--- config.mk ---
export PLATFORM = sky130hd
export DESIGN_NAME = osr_output_cfg
export DESIGN_NICKNAME = d
export VERILOG_FILES = /design/src/osr_pkg.sv /design/src/osr_wr_if.sv /design/src/osr_reg9.sv /design/src/osr_output_cfg.sv
export SDC_FILE = /design/constraint.sdc
export NUM_CORES = 1
export LEC_CHECK = 0
export BUFFER_PORTS_ARGS = -buffer_cell sky130_fd_sc_hd__buf_2
export CORE_MARGIN = 1
export CORE_UTILIZATION = 37
export CTS_CLUSTER_DIAMETER = 30
export DETAILED_ROUTE_END_ITERATION = 8
export GPL_TIMING_DRIVEN = 0
export HOLD_SLACK_MARGIN = 0.15
export PLACE_DENSITY_LB_ADDON = 0.12
export SYNTH_ARGS = -nofsm -noshare
export SYNTH_HDL_FRONTEND = slang
export SYNTH_SLANG_ARGS = --single-unit
--- constraint.sdc ---
create_clock -name sys_clk -period 6.7 [get_ports sys_clk]
set_input_delay 0.335 -clock sys_clk [delete_from_list [all_inputs] [get_ports sys_clk]]
set_output_delay 0.335 -clock sys_clk [all_outputs]
set_load 0.01 [all_outputs]
--- src/osr_pkg.sv ---
// Package for the oscillator subsystem output configuration bank
package osr_pkg;
    // Forwarding word fields
    localparam int ID_LSB = 0;
    localparam int ID_W = 3;
    localparam int ADDR_LSB = 3;
    localparam int ADDR_W = 4;
    localparam int DATA_LSB = 7;
    localparam int DATA_W = 9;
    localparam int FWD_W = 17;
    // Subsystem register addresses
    localparam logic [3:0] ADDR_ENABLES = 4'h1;
    localparam logic [3:0] ADDR_OUTPUT_DIVIDER_GAIN = 4'h2;
    localparam logic [3:0] ADDR_OUTPUT_CONFIG = 4'h3;
    localparam logic [3:0] ADDR_CAL_BIAS_SETTINGS = 4'h4;
    localparam logic [3:0] ADDR_COARSE_CAL_SETTINGS = 4'h5;
    localparam logic [3:0] ADDR_MSB_CAL_SETTINGS = 4'h6;
    // Reset values
    localparam logic [8:0] RST_ENABLES = 9'h01f;
    localparam logic [8:0] RST_OUTPUT_DIVIDER_GAIN = 9'h0c1;
    localparam logic [8:0] RST_OUTPUT_CONFIG = 9'h041;
    localparam logic [8:0] RST_CAL_BIAS_SETTINGS = 9'h0c9;
    localparam logic [8:0] RST_COARSE_CAL_SETTINGS = 9'h0aa;
    localparam logic [8:0] RST_MSB_CAL_SETTINGS = 9'h0ff;
    // Field positions
    localparam int DIV_LSB = 0;
    localparam int DIV_W = 6;
    localparam int GAIN_LSB = 6;
    localparam int GAIN_W = 2;
    localparam int DIVGAIN_BIT = 8;
    localparam int FUND_BIT = 0;
    localparam int MANUAL_BIT = 2;
    localparam int BUFBIAS_LSB = 3;
    localparam int MASTER_BIT = 0;
    localparam int EN_SYNTH_BUF_BIT = 1;
    localparam int EN_OUT_BUF_BIT = 2;
    localparam int EN_DIV1_BIT = 3;
    localparam int EN_DIVIDER_BIT = 4;
    localparam logic [5:0] DIV_MAX = 6'h3e;
    localparam logic [5:0] DIV_MUTE = 6'h00;
    localparam logic [5:0] DIV_ONE = 6'h01;
endpackage : osr_pkg

--- src/osr_wr_if.sv ---
// Interface carrying one decoded subsystem register write
`timescale 1ns/1ps
`default_nettype none
interface osr_wr_if;
    logic wr;
    logic [3:0] addr;
    logic [8:0] data;
    modport src (output wr, output addr, output data);
    modport dst (input wr, input addr, input data);
endinterface : osr_wr_if
`default_nettype wire

--- src/osr_reg9.sv ---
// One 9-bit write-only subsystem register
`timescale 1ns/1ps
`default_nettype none
module osr_reg9 #(
    parameter logic [3:0] ADDR = 4'h0,
    parameter logic [8:0] RST = 9'h000
) (
    input wire logic sys_clk,
    input wire logic rst,
    osr_wr_if.dst wr_bus,
    output logic [8:0] q
);
    logic [8:0] q_ff;
    logic [8:0] nxt_q;

    // Load only when this address is selected
    always_comb begin
        nxt_q = q_ff;
        if (wr_bus.wr && (wr_bus.addr == ADDR)) begin
            nxt_q = wr_bus.data;
        end
    end

    always_ff @(posedge sys_clk or posedge rst) begin
        if (rst) begin
            q_ff <= RST;
        end else begin
            q_ff <= nxt_q;
        end
    end

    assign q = q_ff;
endmodule : osr_reg9
`default_nettype wire

--- src/osr_output_cfg.sv ---
// Oscillator subsystem output configuration bank, fed by forwarded writes
`timescale 1ns/1ps
`default_nettype none
module osr_output_cfg #(
    parameter logic [2:0] SUBSYS_ID = 3'h0
) (
    input wire logic sys_clk,
    input wire logic rst,
    input wire logic fwd_wr,
    input wire logic [16:0] fwd_word,
    output logic synth_buf_en,
    output logic out_buf_en,
    output logic div1_en,
    output logic divider_en,
    output logic [5:0] divide_ratio,
    output logic [1:0] out_gain,
    output logic div_stage_gain_max,
    output logic fundamental_mode,
    output logic [1:0] out_buf_bias,
    output logic [8:0] cal_bias,
    output logic [8:0] coarse_cal,
    output logic [8:0] top_cal
);
    osr_wr_if wr_bus ();
    logic [8:0] en_q;
    logic [8:0] divg_q;
    logic [8:0] cfg_q;
    logic [8:0] calb_q;
    logic [8:0] cf_q;
    logic [8:0] msb_q;
    logic [5:0] eff_div;
    logic manual_mode;

    // Decode of the forwarded word; write-only, so there is no read path
    assign wr_bus.wr = fwd_wr && (fwd_word[osr_pkg::ID_LSB +: osr_pkg::ID_W] == SUBSYS_ID);
    assign wr_bus.addr = fwd_word[osr_pkg::ADDR_LSB +: osr_pkg::ADDR_W];
    assign wr_bus.data = fwd_word[osr_pkg::DATA_LSB +: osr_pkg::DATA_W];

    // Enables register, kept so manual mode has its local enables
    osr_reg9 #(.ADDR(osr_pkg::ADDR_ENABLES), .RST(osr_pkg::RST_ENABLES)) u_en (
        .sys_clk(sys_clk), .rst(rst), .wr_bus(wr_bus), .q(en_q));
    osr_reg9 #(.ADDR(osr_pkg::ADDR_OUTPUT_DIVIDER_GAIN), .RST(osr_pkg::RST_OUTPUT_DIVIDER_GAIN))
        u_divg (.sys_clk(sys_clk), .rst(rst), .wr_bus(wr_bus), .q(divg_q));
    osr_reg9 #(.ADDR(osr_pkg::ADDR_OUTPUT_CONFIG), .RST(osr_pkg::RST_OUTPUT_CONFIG)) u_cfg (
        .sys_clk(sys_clk), .rst(rst), .wr_bus(wr_bus), .q(cfg_q));
    osr_reg9 #(.ADDR(osr_pkg::ADDR_CAL_BIAS_SETTINGS), .RST(osr_pkg::RST_CAL_BIAS_SETTINGS))
        u_calb (.sys_clk(sys_clk), .rst(rst), .wr_bus(wr_bus), .q(calb_q));
    osr_reg9 #(.ADDR(osr_pkg::ADDR_COARSE_CAL_SETTINGS), .RST(osr_pkg::RST_COARSE_CAL_SETTINGS))
        u_cf (.sys_clk(sys_clk), .rst(rst), .wr_bus(wr_bus), .q(cf_q));
    osr_reg9 #(.ADDR(osr_pkg::ADDR_MSB_CAL_SETTINGS), .RST(osr_pkg::RST_MSB_CAL_SETTINGS))
        u_msb (.sys_clk(sys_clk), .rst(rst), .wr_bus(wr_bus), .q(msb_q));

    assign manual_mode = cfg_q[osr_pkg::MANUAL_BIT];

    // Fold the raw divide code to a legal ratio
    always_comb begin
        eff_div = divg_q[osr_pkg::DIV_LSB +: osr_pkg::DIV_W];
        if (manual_mode) begin
            eff_div[0] = 1'b0;
        end
        if (eff_div > osr_pkg::DIV_MAX) begin
            eff_div = osr_pkg::DIV_MAX;
        end else if (eff_div > osr_pkg::DIV_ONE) begin
            eff_div[0] = 1'b0;
        end
    end

    // Output state registers
    logic synth_buf_en_ff, nxt_synth_buf_en;
    logic out_buf_en_ff, nxt_out_buf_en;
    logic div1_en_ff, nxt_div1_en;
    logic divider_en_ff, nxt_divider_en;
    logic [5:0] divide_ratio_ff, nxt_divide_ratio;
    logic [1:0] out_gain_ff, nxt_out_gain;
    logic div_stage_gain_max_ff, nxt_div_stage_gain_max;
    logic fundamental_mode_ff, nxt_fundamental_mode;
    logic [1:0] out_buf_bias_ff, nxt_out_buf_bias;
    logic [8:0] cal_bias_ff, nxt_cal_bias;
    logic [8:0] coarse_cal_ff, nxt_coarse_cal;
    logic [8:0] top_cal_ff, nxt_top_cal;

    // Enable steering; registered one cycle after the stored settings
    always_comb begin
        nxt_divide_ratio = eff_div;
        nxt_out_gain = divg_q[osr_pkg::GAIN_LSB +: osr_pkg::GAIN_W];
        nxt_div_stage_gain_max = divg_q[osr_pkg::DIVGAIN_BIT];
        nxt_fundamental_mode = cfg_q[osr_pkg::FUND_BIT];
        // Bias values are passed as written; the host owns their correctness
        nxt_out_buf_bias = cfg_q[osr_pkg::BUFBIAS_LSB +: 2];
        nxt_cal_bias = calb_q;
        nxt_coarse_cal = cf_q;
        nxt_top_cal = msb_q;
        if (!en_q[osr_pkg::MASTER_BIT]) begin
            nxt_synth_buf_en = 1'b0;
            nxt_out_buf_en = 1'b0;
            nxt_div1_en = 1'b0;
            nxt_divider_en = 1'b0;
        end else if (manual_mode) begin
            nxt_synth_buf_en = en_q[osr_pkg::EN_SYNTH_BUF_BIT];
            nxt_out_buf_en = en_q[osr_pkg::EN_OUT_BUF_BIT];
            nxt_div1_en = en_q[osr_pkg::EN_DIV1_BIT];
            nxt_divider_en = en_q[osr_pkg::EN_DIVIDER_BIT];
        end else begin
            nxt_synth_buf_en = 1'b1;
            nxt_out_buf_en = (eff_div != osr_pkg::DIV_MUTE);
            nxt_div1_en = (eff_div == osr_pkg::DIV_ONE);
            nxt_divider_en = (eff_div > osr_pkg::DIV_ONE);
        end
    end

    always_ff @(posedge sys_clk or posedge rst) begin
        if (rst) begin
            synth_buf_en_ff <= 1'b0;
            out_buf_en_ff <= 1'b0;
            div1_en_ff <= 1'b0;
            divider_en_ff <= 1'b0;
            divide_ratio_ff <= osr_pkg::RST_OUTPUT_DIVIDER_GAIN[5:0];
            out_gain_ff <= osr_pkg::RST_OUTPUT_DIVIDER_GAIN[7:6];
            div_stage_gain_max_ff <= osr_pkg::RST_OUTPUT_DIVIDER_GAIN[8];
            fundamental_mode_ff <= osr_pkg::RST_OUTPUT_CONFIG[0];
            out_buf_bias_ff <= osr_pkg::RST_OUTPUT_CONFIG[4:3];
            cal_bias_ff <= osr_pkg::RST_CAL_BIAS_SETTINGS;
            coarse_cal_ff <= osr_pkg::RST_COARSE_CAL_SETTINGS;
            top_cal_ff <= osr_pkg::RST_MSB_CAL_SETTINGS;
        end else begin
            synth_buf_en_ff <= nxt_synth_buf_en;
            out_buf_en_ff <= nxt_out_buf_en;
            div1_en_ff <= nxt_div1_en;
            divider_en_ff <= nxt_divider_en;
            divide_ratio_ff <= nxt_divide_ratio;
            out_gain_ff <= nxt_out_gain;
            div_stage_gain_max_ff <= nxt_div_stage_gain_max;
            fundamental_mode_ff <= nxt_fundamental_mode;
            out_buf_bias_ff <= nxt_out_buf_bias;
            cal_bias_ff <= nxt_cal_bias;
            coarse_cal_ff <= nxt_coarse_cal;
            top_cal_ff <= nxt_top_cal;
        end
    end

    assign synth_buf_en = synth_buf_en_ff;
    assign out_buf_en = out_buf_en_ff;
    assign div1_en = div1_en_ff;
    assign divider_en = divider_en_ff;
    assign divide_ratio = divide_ratio_ff;
    assign out_gain = out_gain_ff;
    assign div_stage_gain_max = div_stage_gain_max_ff;
    assign fundamental_mode = fundamental_mode_ff;
    assign out_buf_bias = out_buf_bias_ff;
    assign cal_bias = cal_bias_ff;
    assign coarse_cal = coarse_cal_ff;
    assign top_cal = top_cal_ff;
endmodule : osr_output_cfg
`default_nettype wire

==> run_results.csv <==
group,metric,value,unit
final_layout,seqCellArea,2258,um^2
final_layout,post-route-cell-area,3669,um^2
power,powerDensity,300.4,nW/um^2
routing,first_pass_iters,3,
synth,synth_cell_types,23,
global_route,grtUsageTotal,0.1361,
sta,fin_crit,1.635,ns
worst_setup_path,path_max_fanout,3,
synth,synth_top_area_cell,"dfstp_2",
global_route,grt_pass1_wl,8314,um
die,dieArea,8373,um^2
sta,grt_setup_unrepaired,"false",
sta,hold_viol,0,
routing,dr.first_iter.drc_count,50,
clock_tree,htree_levels,3,
outcome,status,"finished, final reports clean",
job,drv_cap,0,
sta,clock_skew,0.009118,ns
worst_setup_path,worstSetupPathType,"reg -> reg",
final_layout,drive_above_1_share,0.6778,
clock_tree,cts_made_buffers,9,
die,die_w,91.51,um
routing,viasPerCell,4.475,
synth,syn_nets,180,
routing,drt_wl_total,5169,um
placed_design,post_dp_cell_area,3427,um^2
global_route,grt_pass1_vias,1585,
routing,drc,0,
hold_path,hold_class,"in -> reg",
die,ios,63,
global_route,busiest_layer,"met2",
sta,drv_slew,0,
die,row_count,32,
final_layout,multiInputGateArea,673.1,um^2
worst_setup_path,crit_chain,"or4_4, or3_4, o221a_1",
clock_tree,cts_resized,0,
final_layout,areaGrowthSynthToFinish,23.77,%
sta,tns,0,ns
final_layout,final_util,0.4747,
sta,fmax,611.7,MHz
synth,ys.warnings.count,0,
placed_design,port_buffers,61,
final_layout,final_common_cell,"buf_2",
worst_setup_path,cpLargestDelayFamily,"simple AND/OR/NAND/NOR gates",
global_route,grt_max_degree,71,
synth,synth_top_area_frac,0.3989,
die,die_y,91.51,um
synth,ys_seq_area_frac,0.7619,
global_route,antenna_found_initial,0,
synth,syn_area,2964,um^2
worst_setup_path,critPathLaunchType,"flip-flop",
final_layout,diodes,0,
clock_tree,path_clk_slew,0.09,ns
routing,routed-via-count,1526,
die,start_util,0.3836,
clock_tree,cts-root-buf,"clkbuf_8",
routing,ant_nets,0,
synth,synth-seq-cells,88,
global_route,gr-total-overflow,0,
routing,routedWlPerCell,15.16,um
worst_setup_path,crit_path_top_delay_cell,"or4_4",
sta,setup_violations,0,
global_route,use_met1,0.1792,
worst_setup_path,cp.arrival,1.86,ns
final_layout,nNetsFinal,254,
clock_tree,cts.sink_count,88,
die,core,7727,um^2
worst_setup_path,crit_path_end_kind,"flip-flop",
sta,fin_ws,5.065,ns
worst_setup_path,required,6.93,ns
clock_tree,clk_latency,0.34,ns
sta,relSlewSlack,0.5605,
sta,worst_pin_slew,0.6572,ns
clock_tree,cts_buffer_depth,2,
sta,min_period_over_period,0.2440,
synth,netlist_top_cells_area,"dfstp_2 (40%), dfrtp_1 (36%), mux2_2 (12%)",
global_route,use_met3,0.03936,
synth,avgSynthCellArea,18.53,um^2
final_layout,layout_common_cells,"buf_2 (61), dfstp_2 (45), dfrtp_1 (43)",
placed_design,dp_slack,4.805,ns
synth,synthCells,160,
clock_tree,post_cts_buffers,0,
power,max-vdd-ir-drop,0.0001403,V
worst_setup_path,slowest_delay,0.54,ns
final_layout,fillers,711,
global_route,grt_use_met2,0.2074,
worst_setup_path,crit_buf_inv,0,
power,power.leakage,0.001811,uW
placed_design,place_hpwl,3301,um
placed_design,place.gp.congestion,0.6980,
clock_tree,cts_tree,"built",
## path summary, 6_finish.rpt
| kind | start | endpoint | slack, ns | cells after the start |
|---|---|---|---|---|
| worst max-delay path | u_divg.q[5]$_DFFE_PP0P_ | out_buf_en$_DFF_PP0_ | 5.07 | 3 |
| worst min-delay path | fwd_word[15] | u_divg.q[8]$_DFFE_PP0P_ | 0.25 | 2 |
| worst max register to register | u_divg.q[5]$_DFFE_PP0P_ | out_buf_en$_DFF_PP0_ | 5.07 | 3 |
| worst min register to register | u_divg.q[6]$_DFFE_PP1P_ | out_gain[0]$_DFF_PP1_ | 0.35 | 0 |
| max in group asynchronous | rst | top_cal[3]$_DFF_PP1_ | 5.57 | 4 |
| min in group asynchronous | rst | div_stage_gain_max$_DFF_PP0_ | 0.48 | 3 |
## cells in the mapped netlist, drive strengths merged
cell,instances
clkbuf,4
nand3,3
dfrtp,43
nand2,3
or3,1
or4,1
inv,2
o21ai,1
and4bb,1
nor3,1
o211a,1
nand3b,1
nor2,1
nor4b,3
o21a,1
o221a,1
mux2,45
dfstp,45
nand4,1
dlygate4sd3,1
## layout make-up
cell class | count | share of cell area
Timing Repair Buffer | 63 | 0.09345
Inverter | 2 | 0.002729
Sequential cell | 88 | 0.6156
Clock inverter | 4 | 0.02080
Clock buffer | 12 | 0.04229
Multi-Input combinational cell | 65 | 0.1835
Tap cell | 102 | 0.03479
Buffer | 5 | 0.006821
## metrics by stage
| stage | total power, uW | hold slack (ns) | std cells |
|---|---|---|---|
| final | 1102 | 0.2502 | 341 |
| after global routing | 1150 | 0.2473 | 341 |
| after CTS | 1120 | 0.2303 | 341 |
| after detailed placement | 704.7 | 0.3049 | 324 |
| after global placement | 700.5 | 0.3534 | 323 |
| after floorplan | 661.8 | 0.3486 | 160 |
## sequential cells by signal (all words and copies together) (netlist names)
signal              flops
u_cf.q                  9
fundamental_mode        1
u_en.q                  5
div1_en                 1
u_cfg.q                 4
out_buf_en              1
u_calb.q                9
synth_buf_en            1
coarse_cal              9
div_stage_gain_max      1
divider_en              1
cal_bias                9
u_msb.q                 9
top_cal                 9
out_gain                2
divide_ratio            6
u_divg.q                9
out_buf_bias            2
## metal layers
metal | part of all wire | wire length (um)
met1 | 0.47 | 2406
met2 | 0.47 | 2443
met3 | 0.048 | 246
met4 | 0.014 | 73
met5 | 0 | 0
## report_power, final
part	internal [uW]	total [uW]	switching (uW)
sequential	589	606	16.9
clock	231	409	178
combinational	42.4	86.7	44.3
total	863	1100	239
## what timing repair did
action,in CTS,in global routing
endpoints found under the setup margin,0,0
hold buffers,1,0
endpoints found under the hold margin,8,0
## cell families (layout without fill, tap and decap cells)
family                 count (synthesis)  count (layout)  synth area share
DFF                                   88              88            0.7619
buffers and inverters                  7              86           0.01097
AOI/OAI and AO/OA                      4               4           0.01140
and+or+nand+nor                       16              16           0.04475
muxes                                 45              45            0.1710
Power figures use the tool's default switching activity.
